[config.mk]
export PLATFORM = sky130hd
export DESIGN_NAME = ppl_lane_ctrl
export DESIGN_NICKNAME = d
export VERILOG_FILES = /design/src/hw/ppl_lane_ctrl.v /design/src/hw/ppl_rate_switch.v /design/src/hw/ppl_rx_status.v
export VERILOG_INCLUDE_DIRS = /design/src /design/src/hw
export SDC_FILE = /design/constraint.sdc
export NUM_CORES = 1
export LEC_CHECK = 0
export ABC_AREA = 1
export BUFFER_PORTS_ARGS = -buffer_cell sky130_fd_sc_hd__buf_2
export CORE_UTILIZATION = 50
export DETAILED_ROUTE_END_ITERATION = 10
export PLACE_DENSITY = 0.92
export SYNTH_ARGS = -nofsm -noshare
export SYNTH_HDL_FRONTEND = slang
export SYNTH_SLANG_ARGS = --single-unit
[constraint.sdc]
create_clock -name pclk -period 2.78 [get_ports pclk]
set_input_delay 0.417 -clock pclk [delete_from_list [all_inputs] [get_ports pclk]]
set_output_delay 0.417 -clock pclk [all_outputs]
set_load 0.01 [all_outputs]
[src/hw/ppl_lane_defs.vh]
// Offsets, field positions, reset values and encodings for the PIPE lane control block.
`ifndef PPL_LANE_DEFS_VH
`define PPL_LANE_DEFS_VH

`define PPL_ADDR_W        12
`define PPL_ADDR_CTRL     12'h000
`define PPL_ADDR_CFG      12'h004
`define PPL_ADDR_STATUS   12'h008
`define PPL_ADDR_DETECT   12'h00C

`define PPL_CTRL_RATE_LSB   0
`define PPL_CTRL_PWR_LSB    2
`define PPL_CTRL_EIDLE_BIT  4
`define PPL_CTRL_DETECT_BIT 5
`define PPL_CTRL_COMPL_BIT  6
`define PPL_CTRL_DEEMPH_BIT 7
`define PPL_CTRL_MARGIN_LSB 8
`define PPL_CTRL_W          11
`define PPL_CTRL_RST        11'h014

`define PPL_CFG_MAXR_LSB    0
`define PPL_CFG_WIDTH_LSB   2
`define PPL_CFG_PPM0_BIT    5
`define PPL_CFG_W           6
`define PPL_CFG_RST         6'h02

`define PPL_RATE_2G5      2'h0
`define PPL_RATE_5G       2'h1
`define PPL_RATE_8G       2'h2

`define PPL_PWR_P0        2'h0
`define PPL_PWR_P0S       2'h1
`define PPL_PWR_P1        2'h2
`define PPL_PWR_P2        2'h3

`define PPL_RXS_OK        3'h0
`define PPL_RXS_SKP_ADD   3'h1
`define PPL_RXS_SKP_DEL   3'h2
`define PPL_RXS_DETECTED  3'h3
`define PPL_RXS_DEC_ERR   3'h4
`define PPL_RXS_OVERFLOW  3'h5
`define PPL_RXS_UNDERFLOW 3'h6
`define PPL_RXS_DISP_ERR  3'h7

`define PPL_WIDTH_LEGACY  6'h0A
`define PPL_WIDTH_HIGH    6'h20

`endif

[src/hw/ppl_lane_ctrl.v]
// PIPE lane control top: APB registers, power states, idle, detect, compliance and rate control.
// Contract
// Rate select 00 to 01 starts a switch from 2.5 to 5 Gbps.
// Rate select 01 to 00 starts a switch back to 2.5 Gbps.
// Electrical idle request holds the transmitter in electrical idle.
// Each lane has its own power state request among P0, P0s, P1, P2.
// Packet data moves only in P0; the MAC side picks low-power states.
// The only low-power saving is transmitter electrical idle.
// In compliance the transmitter sends the pattern through the 8b/10b encoder.
// Coding and analog status merge into a 3-bit PCIe receiver status code.
// The MAC side holds the detect request high throughout Detect.
// Detect request in P1 starts a far-end receiver detection.
// In P1 the transmitter stays idle, detection included.
// Bonded lanes share clock and reset; one lane runs non-bonded.
// Widths x1, x2, x4, x8 and x16 work at all three rates.
// Lower rates use the 8b/10b path; 8 Gbps uses 128b/130b.
// Coding-to-analog path is 10 bits at lower rates, 32 at 8 Gbps.
// 8b/10b with running disparity only at the two lower rates.
// At 8 Gbps the MAC side scrambles and descrambles.
// The MAC side infers receiver electrical idle at every rate.
// 5 Gbps lanes switch 2.5/5; 8 Gbps lanes switch among all three.
// At 5 and 8 Gbps de-emphasis -3.5/-6 dB and margining are selectable.
// Receive path absorbs up to 300 ppm clock difference at all rates.
// A phy status pulse marks a finished rate change.
// The MAC side holds rate select until the phy status pulse.
//
// Decided for this implementation: register access over APB and the register offsets.
`timescale 1ns/10ps
`include "ppl_lane_defs.vh"
module ppl_lane_ctrl (
  input  wire                   pclk,
  input  wire                   presetn,
  input  wire                   psel,
  input  wire                   penable,
  input  wire                   pwrite,
  input  wire [`PPL_ADDR_W-1:0] paddr,
  input  wire [31:0]            pwdata,
  output reg  [31:0]            prdata,
  output wire                   pready,
  output reg                    pslverr,
  input  wire                   tx_fifo_empty,
  input  wire                   pma_rate_done,
  input  wire                   rx_detect_done,
  input  wire                   rx_detect_present,
  input  wire                   decode_err,
  input  wire                   disparity_err,
  input  wire                   fifo_overflow,
  input  wire                   fifo_underflow,
  input  wire                   skp_added,
  input  wire                   skp_removed,
  output wire [1:0]             pma_rate_req,
  output wire                   pma_req_valid,
  output wire                   coding_reset,
  output wire                   clk_shutdown,
  output reg                    tx_elec_idle,
  output reg                    rx_detect_start,
  output reg                    compliance_send,
  output reg                    packet_enable,
  output reg                    legacy_coding_datapath,
  output reg                    high_rate_coding_datapath,
  output reg                    disparity_enable,
  output reg  [5:0]             parallel_width,
  output reg                    deemph_6db,
  output reg  [2:0]             tx_margin,
  output reg                    rate_match_enable,
  output reg                    lane_bonded,
  output reg  [4:0]             lane_count,
  output wire [2:0]             rx_status_code,
  output reg                    phy_status_pulse
);

  // Rates a lane may switch to, given its configured top rate.
  function rate_ok;
    input [1:0] rate;
    input [1:0] max_rate;
    begin
      rate_ok = (rate != 2'h3) && (rate <= max_rate);
    end
  endfunction

  // Lane count from the width code; codes above three are clamped to sixteen.
  function [4:0] width_lanes;
    input [2:0] code;
    begin
      case (code)
        3'h0:    width_lanes = 5'h01;
        3'h1:    width_lanes = 5'h02;
        3'h2:    width_lanes = 5'h04;
        3'h3:    width_lanes = 5'h08;
        default: width_lanes = 5'h10;
      endcase
    end
  endfunction

  reg  [`PPL_CTRL_W-1:0] ctrl_q;
  reg  [`PPL_CFG_W-1:0]  cfg_q;
  reg  [2:0]             sync1_q;
  reg  [2:0]             sync2_q;
  reg                    det_done_q;
  reg                    det_req_q;
  reg                    det_present_q;
  reg                    det_valid_q;
  reg                    det_active_q;
  reg                    rate_done_q;
  reg                    det_done_flag_q;
  reg  [2:0]             rxs_hold_q;

  wire       wr_en;
  wire       rd_en;
  wire       addr_ok;
  wire [1:0] req_rate;
  wire [1:0] pwr_state;
  wire       eidle_req;
  wire       det_req;
  wire       compl_req;
  wire [1:0] max_rate;
  wire [1:0] cur_rate;
  wire       sw_busy;
  wire       sw_done;
  wire       sw_start;
  wire       pma_done_s;
  wire       det_done_s;
  wire       det_present_s;
  wire       det_done_rise;
  wire       legacy_rate;
  wire       ctrl_hit;
  wire       status_w1c;
  wire       detect_w1c;

  assign req_rate  = ctrl_q[`PPL_CTRL_RATE_LSB+1:`PPL_CTRL_RATE_LSB];
  assign pwr_state = ctrl_q[`PPL_CTRL_PWR_LSB+1:`PPL_CTRL_PWR_LSB];
  assign eidle_req = ctrl_q[`PPL_CTRL_EIDLE_BIT];
  assign det_req   = ctrl_q[`PPL_CTRL_DETECT_BIT];
  assign compl_req = ctrl_q[`PPL_CTRL_COMPL_BIT];
  assign max_rate  = cfg_q[`PPL_CFG_MAXR_LSB+1:`PPL_CFG_MAXR_LSB];

  // APB slave: zero wait states, unmapped addresses answer with an error.
  assign pready     = 1'b1;
  assign wr_en      = psel && penable && pwrite;
  assign rd_en      = psel && !pwrite;
  assign addr_ok    = (paddr == `PPL_ADDR_CTRL) || (paddr == `PPL_ADDR_CFG) ||
                      (paddr == `PPL_ADDR_STATUS) || (paddr == `PPL_ADDR_DETECT);
  assign ctrl_hit   = wr_en && (paddr == `PPL_ADDR_CTRL);
  assign status_w1c = wr_en && (paddr == `PPL_ADDR_STATUS) && pwdata[7];
  assign detect_w1c = wr_en && (paddr == `PPL_ADDR_DETECT) && pwdata[2];

  always @(posedge pclk or negedge presetn) begin
    if (!presetn) begin
      ctrl_q <= `PPL_CTRL_RST;
      cfg_q  <= `PPL_CFG_RST;
    end else begin
      if (ctrl_hit)
        ctrl_q <= pwdata[`PPL_CTRL_W-1:0];
      if (wr_en && (paddr == `PPL_ADDR_CFG) && !sw_busy)
        cfg_q <= pwdata[`PPL_CFG_W-1:0];
    end
  end

  always @(posedge pclk or negedge presetn) begin
    if (!presetn) begin
      prdata  <= 32'h00000000;
      pslverr <= 1'b0;
    end else begin
      pslverr <= psel && !penable && !addr_ok;
      if (psel && !penable) begin
        prdata <= 32'h00000000;
        if (rd_en) begin
          case (paddr)
            `PPL_ADDR_CTRL:   prdata <= {21'h000000, ctrl_q};
            `PPL_ADDR_CFG:    prdata <= {26'h0000000, cfg_q};
            `PPL_ADDR_STATUS: prdata <= {20'h00000, lane_count, rate_done_q,
                                         rxs_hold_q, sw_busy, cur_rate};
            `PPL_ADDR_DETECT: prdata <= {29'h00000000, det_done_flag_q,
                                         det_present_q, det_active_q};
            default:          prdata <= 32'h00000000;
          endcase
        end
      end
    end
  end

  // Analog-side levels cross into pclk through two flops; only the second stage is read.
  always @(posedge pclk or negedge presetn) begin
    if (!presetn) begin
      sync1_q    <= 3'h0;
      sync2_q    <= 3'h0;
      det_done_q <= 1'b0;
    end else begin
      sync1_q    <= {rx_detect_present, rx_detect_done, pma_rate_done};
      sync2_q    <= sync1_q;
      det_done_q <= sync2_q[1];
    end
  end

  assign pma_done_s    = sync2_q[0];
  assign det_done_s    = sync2_q[1];
  assign det_present_s = sync2_q[2];
  assign det_done_rise = det_done_s && !det_done_q;

  // A new rate is taken only when legal for the lane and no switch is running.
  assign sw_start = !sw_busy && (req_rate != cur_rate) &&
                    rate_ok(req_rate, max_rate);

  ppl_rate_switch u_rate_switch (
    .pclk          (pclk),
    .presetn       (presetn),
    .start         (sw_start),
    .target_rate   (req_rate),
    .tx_fifo_empty (tx_fifo_empty),
    .pma_done      (pma_done_s),
    .cur_rate      (cur_rate),
    .pma_rate_req  (pma_rate_req),
    .pma_req_valid (pma_req_valid),
    .coding_reset  (coding_reset),
    .clk_shutdown  (clk_shutdown),
    .busy          (sw_busy),
    .done_pulse    (sw_done)
  );

  assign legacy_rate = (cur_rate != `PPL_RATE_8G);

  // Receiver detection: a rising request in P1 starts one detect sequence.
  always @(posedge pclk or negedge presetn) begin
    if (!presetn) begin
      det_req_q       <= 1'b0;
      rx_detect_start <= 1'b0;
      det_active_q    <= 1'b0;
      det_present_q   <= 1'b0;
      det_valid_q     <= 1'b0;
      det_done_flag_q <= 1'b0;
    end else begin
      det_req_q       <= det_req;
      rx_detect_start <= det_req && !det_req_q && !det_active_q &&
                         (pwr_state == `PPL_PWR_P1);
      if (det_req && !det_req_q && !det_active_q && (pwr_state == `PPL_PWR_P1))
        det_active_q <= 1'b1;
      else if (det_done_rise)
        det_active_q <= 1'b0;
      det_valid_q <= det_done_rise && det_active_q;
      if (det_done_rise && det_active_q)
        det_present_q <= det_present_s;
      // A completion in the clearing cycle keeps the flag set.
      if (det_done_rise && det_active_q)
        det_done_flag_q <= 1'b1;
      else if (detect_w1c)
        det_done_flag_q <= 1'b0;
    end
  end

  ppl_rx_status u_rx_status (
    .pclk           (pclk),
    .presetn        (presetn),
    .detect_done    (det_valid_q),
    .detect_present (det_present_q),
    .decode_err     (decode_err),
    .disparity_err  (disparity_err),
    .fifo_overflow  (fifo_overflow),
    .fifo_underflow (fifo_underflow),
    .skp_added      (skp_added),
    .skp_removed    (skp_removed),
    .legacy_path    (legacy_rate),
    .code           (rx_status_code)
  );

  // Sticky copy of the last non-zero status code and the rate-done flag for software.
  always @(posedge pclk or negedge presetn) begin
    if (!presetn) begin
      rxs_hold_q  <= `PPL_RXS_OK;
      rate_done_q <= 1'b0;
    end else begin
      if (rx_status_code != `PPL_RXS_OK)
        rxs_hold_q <= rx_status_code;
      if (sw_done)
        rate_done_q <= 1'b1;
      else if (status_w1c)
        rate_done_q <= 1'b0;
    end
  end

  // Lane outputs, registered so they change one edge after their cause.
  always @(posedge pclk or negedge presetn) begin
    if (!presetn) begin
      tx_elec_idle              <= 1'b1;
      compliance_send           <= 1'b0;
      packet_enable             <= 1'b0;
      legacy_coding_datapath    <= 1'b1;
      high_rate_coding_datapath <= 1'b0;
      disparity_enable          <= 1'b1;
      parallel_width            <= `PPL_WIDTH_LEGACY;
      deemph_6db                <= 1'b0;
      tx_margin                 <= 3'h0;
      rate_match_enable         <= 1'b1;
      lane_bonded               <= 1'b0;
      lane_count                <= 5'h01;
      phy_status_pulse          <= 1'b0;
    end else begin
      // Idle on request, in every low-power state and through a rate switch.
      tx_elec_idle <= eidle_req || (pwr_state != `PPL_PWR_P0) ||
                      sw_busy;
      packet_enable <= (pwr_state == `PPL_PWR_P0) && !sw_busy &&
                       !eidle_req;
      compliance_send <= compl_req && legacy_rate && !sw_busy &&
                         (pwr_state == `PPL_PWR_P0);
      legacy_coding_datapath    <= legacy_rate;
      high_rate_coding_datapath <= !legacy_rate;
      disparity_enable          <= legacy_rate;
      parallel_width <= legacy_rate ? `PPL_WIDTH_LEGACY : `PPL_WIDTH_HIGH;
      if (cur_rate != `PPL_RATE_2G5) begin
        deemph_6db <= !ctrl_q[`PPL_CTRL_DEEMPH_BIT];
        tx_margin  <= ctrl_q[`PPL_CTRL_MARGIN_LSB+2:`PPL_CTRL_MARGIN_LSB];
      end else begin
        deemph_6db <= 1'b0;
        tx_margin  <= 3'h0;
      end
      rate_match_enable <= !cfg_q[`PPL_CFG_PPM0_BIT];
      lane_count  <= width_lanes(cfg_q[`PPL_CFG_WIDTH_LSB+2:`PPL_CFG_WIDTH_LSB]);
      lane_bonded <= (cfg_q[`PPL_CFG_WIDTH_LSB+2:`PPL_CFG_WIDTH_LSB] != 3'h0);
      // The detect pulse waits one edge so it lines up with the detect status code.
      phy_status_pulse <= sw_done || det_valid_q;
    end
  end

endmodule

[src/hw/ppl_rate_switch.v]
// Rate switch sequencer: flush, hold coding reset, shut clocks, ask the analog side, release.
`timescale 1ns/10ps
`include "ppl_lane_defs.vh"
module ppl_rate_switch (
  input  wire       pclk,
  input  wire       presetn,
  input  wire       start,
  input  wire [1:0] target_rate,
  input  wire       tx_fifo_empty,
  input  wire       pma_done,
  output reg  [1:0] cur_rate,
  output reg  [1:0] pma_rate_req,
  output wire       pma_req_valid,
  output wire       coding_reset,
  output wire       clk_shutdown,
  output wire       busy,
  output reg        done_pulse
);
  localparam S_IDLE  = 5'b00001;
  localparam S_FLUSH = 5'b00010;
  localparam S_SHUT  = 5'b00100;
  localparam S_WAIT  = 5'b01000;
  localparam S_REL   = 5'b10000;

  reg [4:0] state_q;
  reg [4:0] state_d;

  always @* begin
    state_d = state_q;
    case (state_q)
      S_IDLE:  if (start) state_d = S_FLUSH;
      S_FLUSH: if (tx_fifo_empty) state_d = S_SHUT;
      S_SHUT:  state_d = S_WAIT;
      S_WAIT:  if (pma_done) state_d = S_REL;
      S_REL:   state_d = S_IDLE;
      default: state_d = S_IDLE;
    endcase
  end

  always @(posedge pclk or negedge presetn) begin
    if (!presetn) begin
      state_q      <= S_IDLE;
      cur_rate     <= `PPL_RATE_2G5;
      pma_rate_req <= `PPL_RATE_2G5;
      done_pulse   <= 1'b0;
    end else begin
      state_q    <= state_d;
      done_pulse <= (state_q == S_REL);
      if (state_q == S_IDLE && start)
        pma_rate_req <= target_rate;
      if (state_q == S_REL)
        cur_rate <= pma_rate_req;
    end
  end

  // Coding reset and clock shutdown cover the analog switch so no half-rate data leaks out.
  assign coding_reset  = (state_q == S_SHUT) || (state_q == S_WAIT) || (state_q == S_REL);
  assign clk_shutdown  = (state_q == S_SHUT) || (state_q == S_WAIT);
  assign pma_req_valid = (state_q == S_WAIT);
  assign busy          = (state_q != S_IDLE);
endmodule

[src/hw/ppl_rx_status.v]
// Receiver status encoder merging coding-section flags and the far-end detect result.
`timescale 1ns/10ps
`include "ppl_lane_defs.vh"
module ppl_rx_status (
  input  wire       pclk,
  input  wire       presetn,
  input  wire       detect_done,
  input  wire       detect_present,
  input  wire       decode_err,
  input  wire       disparity_err,
  input  wire       fifo_overflow,
  input  wire       fifo_underflow,
  input  wire       skp_added,
  input  wire       skp_removed,
  input  wire       legacy_path,
  output reg  [2:0] code
);
  reg [2:0] code_d;

  always @* begin
    code_d = `PPL_RXS_OK;
    if (detect_done)
      code_d = detect_present ? `PPL_RXS_DETECTED : `PPL_RXS_OK;
    else if (legacy_path && decode_err)
      code_d = `PPL_RXS_DEC_ERR;
    else if (fifo_overflow)
      code_d = `PPL_RXS_OVERFLOW;
    else if (fifo_underflow)
      code_d = `PPL_RXS_UNDERFLOW;
    else if (legacy_path && disparity_err)
      code_d = `PPL_RXS_DISP_ERR;
    else if (skp_added)
      code_d = `PPL_RXS_SKP_ADD;
    else if (skp_removed)
      code_d = `PPL_RXS_SKP_DEL;
  end

  always @(posedge pclk or negedge presetn) begin
    if (!presetn)
      code <= `PPL_RXS_OK;
    else
      code <= code_d;
  end
endmodule

# Yosys cells after proc, flatten, opt, wreduce, memory -nomap -nowiden
# Cells that the tools add are included.
[word_totals]
inputBits = 59
wordCells = 134
output_inout_bits = 67
reg_bits = 103
[classes]
n_reduce_logical = 58
n_eq_ne = 19
order_cmp = 1
n_mux = 24
[ops]
columns = ["op", "count"]
rows = [
  ["$pmux 12 s4", 1],
  ["$pmux 5 s4", 2],
  ["$mux 32", 1],
  ["$logic_and 1x1->1", 28],
  ["$eq 12x4->1 const B", 2],
  ["$mux 3", 7],
  ["$mux 5", 3],
  ["$eq 12x3->1 const B", 1],
  ["$logic_not 12->1", 1],
  ["$logic_not 1->1", 11],
  ["$reduce_bool 2->1", 5],
  ["$logic_or 1x1->1", 8],
  ["$mux 1", 7],
  ["$eq 3x2->1 const B", 2],
  ["$mux 6", 1],
  ["$ne 2x2->1 const B", 3],
  ["$reduce_bool 3->1", 2],
  ["$eq 5x1->1 const B", 1],
  ["$eq 5x2->1 const B", 1],
  ["$eq 5x3->1 const B", 1],
  ["$eq 5x4->1 const B", 1],
  ["$eq 5x5->1 const B", 1],
  ["$ne 5x1->1 const B", 1],
  ["$mux 2", 2],
  ["other kinds (8)", 9],
]

# Longest topological paths before layout
[logic_depth]
ltp_word = 7
ltp_mapped = 10
depth_no_buf = 10

# Modules after synthesis
# From an unflattened synthesis, not the netlist that was laid out.
[unflattened]
hier_cells = 419
hier_area_um2 = 3619.7
[modules_own_cells]
columns = ["mod", "cells_per_inst", "area_each_um2", "n_inst", "seq_area_each_um2"]
rows = [
  ["ppl_lane_ctrl", 338, 2949.1, 1, 1610.3],
  ["ppl_rate_switch", 58, 506.7, 1, 251.5],
  ["ppl_rx_status", 23, 163.9, 1, 75.1],
]

# Worst setup path before layout
# No wires, ideal clock.
[synth_path]
kind = "flip-flop to flip-flop"
startpoint = "reg cfg_q[1]"
endpoint = "reg u_rate_switch.state_q[4]"
n_path_buf = 0
setup_time_ps = 119
period_less_slack_ps = 1508
required_ps = 2661
arrival_ps = 1389
stages_incl_launch_ff = 9
path_slack_ps = 1272
cell_sequence = "dfstp_2 > inv_1 > ha_1 > nand2_1 > a22oi_1 > nor2_1 > nand2_1 > o21ai_0 > and2_1"
[synth_via]
elab_chain_len = 5
[synth_lines]
columns = ["item", "line", "rtl"]
rows = [
  ["start, declared", "ppl_lane_ctrl.v:96", "reg [`PPL_CFG_W-1:0] cfg_q;"],
  ["start signal, assigned", "ppl_lane_ctrl.v:150", "cfg_q <= `PPL_CFG_RST;"],
  ["start signal, assigned", "ppl_lane_ctrl.v:155", "cfg_q <= pwdata[`PPL_CFG_W-1:0];"],
  ["$le 2x2->1", "ppl_lane_ctrl.v:77", "rate_ok = (rate != 2'h3) && (rate <= max_rate);"],
  ["$logic_and 1x1->1", "ppl_lane_ctrl.v:77", ""],
  ["$logic_and 1x1->1", "ppl_lane_ctrl.v:201", "assign sw_start = !sw_busy && (req_rate != cur_rate) &&"],
  ["$ne 2x1->1 (no line)", "-", ""],
  ["$reduce_and 3->1 (no line)", "-", ""],
  ["end signal, assigned", "ppl_rate_switch.v:47", "state_q <= state_d;"],
  ["end, declared", "ppl_rate_switch.v:25", "reg [4:0] state_q;"],
]
# Every way passes these cells.
# A chain may end at the register's enable or synchronous reset.

# Worst setup path after layout
[layout_path]
startpoint = "reg u_rate_switch.state_q[0]"
endpoint = "reg cfg_q[3]"
[layout_via]
elab_chain_len = 3
[layout_lines]
columns = ["item", "line", "rtl"]
rows = [
  ["$ne 5x1->1", "ppl_rate_switch.v:60", "assign busy = (state_q != S_IDLE);"],
  ["$logic_not 1->1", "ppl_lane_ctrl.v:154", "if (wr_en && (paddr == `PPL_ADDR_CFG) && !sw_busy)"],
  ["$logic_and 1x1->1", "ppl_lane_ctrl.v:154", ""],
]
# Every way passes these cells.

==> out/metrics.yaml <==
outcome: "finished clean"
grt_pass1_vias: 2615
yosys_warnings: 0
cts_setup_buffers: 0
fp-row-count: 30
core_sq_mm: 0.00679
setup.worst_path.class: "flip-flop to flip-flop"
cts.sinks: 77
grtUsageTotal: 0.216
ys.flop_type: "dfrtp_1"
insertedDiodeCount: 0
yosys-top-cells-area: "dfrtp_1 49%, nand2_1 11%, buf_4 6.6%, dfstp_2 6.0%, inv_1 5.6%"
crit_start: "u_rate_switch.state_q[0]"
grt_overflow: 0
viasPerCell: 4.81
drc_errors: 0
cts-root-buf: "clkbuf_8"
cp_max_fo: 12
fin_crit_ns: 1.92
r2r-start: "u_rate_switch.state_q[0]"
die_w_microns: 85.8
place_ws_ns: 0.671
wl_met2_microns: 3550
cts_made_buffers: 9
synth_top_area_frac: 0.492
place_area_sq_mm: 0.00386
irDropWorstVdd_v: 0.000306
stdcell_count: 582
wl_per_cell_microns: 12.6
fin_tns_setup_ns: 0
synth_seq_area_share: 0.552
timing.final.crit_share: 0.692
gp_congestion: 0.824
vias: 2798
path_clk_slew_ns: 0.07
hold_viol: 0
hold_buffers: 0
wl_met1_microns: 3120
worst_slack_ns: 0.857
slew_viol_final: 0
setup_viol: 0
grt_pass1_wl_microns: 12100
dieArea_sq_mm: 0.00735
clockBufferDepth: 2
endpoint_kind: "flip-flop"
htreeDepth: 3
nets: 542
initialDrtViolationCount: 354
fmax_mhz: 520
timing.max_cap.violations: 0
place.detailed.hpwl_microns: 5410
cp_data_required_time_ns: 3.00
hold_start: "rx_detect_done"
netlist_area_sq_mm: 0.00351
hp-class: "primary input to flip-flop"
synthCells: 404
synthArstFlopShare: 1.00
dr.pass1.iters: 5
ctsResizeCount: 0
synth_seq_cells: 77
worst_skew_pair.late_latency_ns: 0.35
grt_antenna_before_repair: 0
place_inst: 566
fin_area_sq_mm: 0.00402
yosysMostFrequentCell: "nand2_1"
highest_layer: "met4"
postLayoutCoreUtil: 0.592
io_buffer_count: 80
syn_area_per_cell_sq_um: 8.68
yosys.area.top_type: "dfrtp_1"
area_growth_pct: 14.7
layout-drive-gt1-share: 0.247
yosys-top-cells-count: "102 x nand2_1, 69 x dfrtp_1, 52 x inv_1, 38 x nand3_1, 31 x buf_4"
io_pins: 126
ant_nets: 0
routed_wl_microns: 7310
synth_cell_types: 28
grt_max_degree: 78
fin_skew_ns: 0.00841
tightest_slew_ns: 0.942
worstPathArrival_ns: 2.15
rsz0062_at_grt: "no"
critPathLaunchType: "flip-flop"
power.density_mw_per_mm2: 548
synth-edff-count: 0
p_leak_nw: 2.28
fp.dieH_microns: 85.8
cts_tree: "yes"
slew_headroom: 0.372
initial_core_util: 0.516
dr_wl_met3_microns: 400
-- where the power goes --
group	switching [mW]	internal [mW]
Sequential	0.0194	1.18
Clock	0.384	0.351
Combinational	0.184	0.0865
Total	0.588	1.62
-- final timing paths --
check / to / slack, ns / cells after the start
max in group asynchronous: ctrl_q[8] / 1.96 / 1
worst min-delay path: sync1_q[1] / 0.17 / 1
worst max-delay path: cfg_q[3] / 0.86 / 7
worst min register to register: sync2_q[1] / 0.35 / 0
worst max register to register: cfg_q[3] / 0.86 / 7
min in group asynchronous: sync2_q[0] / 0.18 / 1
-- worst max-delay path: stages, from the launching register on --
cell	delay [ns]
dfstp_2	0.53
inv_1	0.05
nor2_1	0.09
nand3_1	0.15
inv_2	0.16
nand4_1	0.50
nand2_1	0.25
o21ai_2	0.07
-- cell type report --
type,instances,area [sq um]
Fill cell,560,2770
Sequential cell,77,1940
Multi-Input combinational cell,255,1170
Timing Repair Buffer,82,418
Inverter,56,210
Clock buffer,15,156
Tap cell,96,120
Clock inverter,1,7.51
-- cells by family (layout without fill, tap and decap cells) --
group	count (synthesis)	after routing	share of synthesized area
and+or+nand+nor	188	188	0.231
buffers and inverters	94	154	0.137
DFF	77	77	0.552
AOI/OAI and AO/OA	41	41	0.0706
adders and majority gates	2	2	0.00713
other	2	24	0.00214
-- flip-flops by register name, indices dropped and copies added (netlist names), 2 cells and up --
| name | flops |
|---|---|
| parallel_width | 2 |
| tx_margin | 3 |
| sync1_q | 3 |
| sync2_q | 3 |
| u_rx_status.code | 3 |
| u_rate_switch.state_q | 5 |
| u_rate_switch.pma_rate_req | 2 |
| lane_count | 5 |
| rxs_hold_q | 3 |
| ctrl_q | 11 |
| cfg_q | 6 |
| prdata | 12 |
| u_rate_switch.cur_rate | 2 |
-- per-layer routing --
metal	global-route usage	vias to the layer above
met5	0	-
met3	0.0491	18
li1	-	1367
met4	0.115	0
met2	0.348	109
met1	0.274	1304
-- stage by stage --
step	power (mW)	hold slack (ns)
2_1_floorplan	1.40	0.121
3_3_place_gp	1.48	0.332
3_5_place_dp	1.49	0.336
4_1_cts	2.22	0.159
5_1_grt	2.31	0.159
6_report	2.20	0.168
-- cell usage in the layout (no fill, tap or decap), drive strengths merged, types with 15 or more instances in the layout --
cell,instances
nor2,33
inv,56
conb,24
clkbuf,15
nand3,39
dfrtp,69
nand2,103
o21ai,28
buf,82
Power figures use the tool's default switching activity.
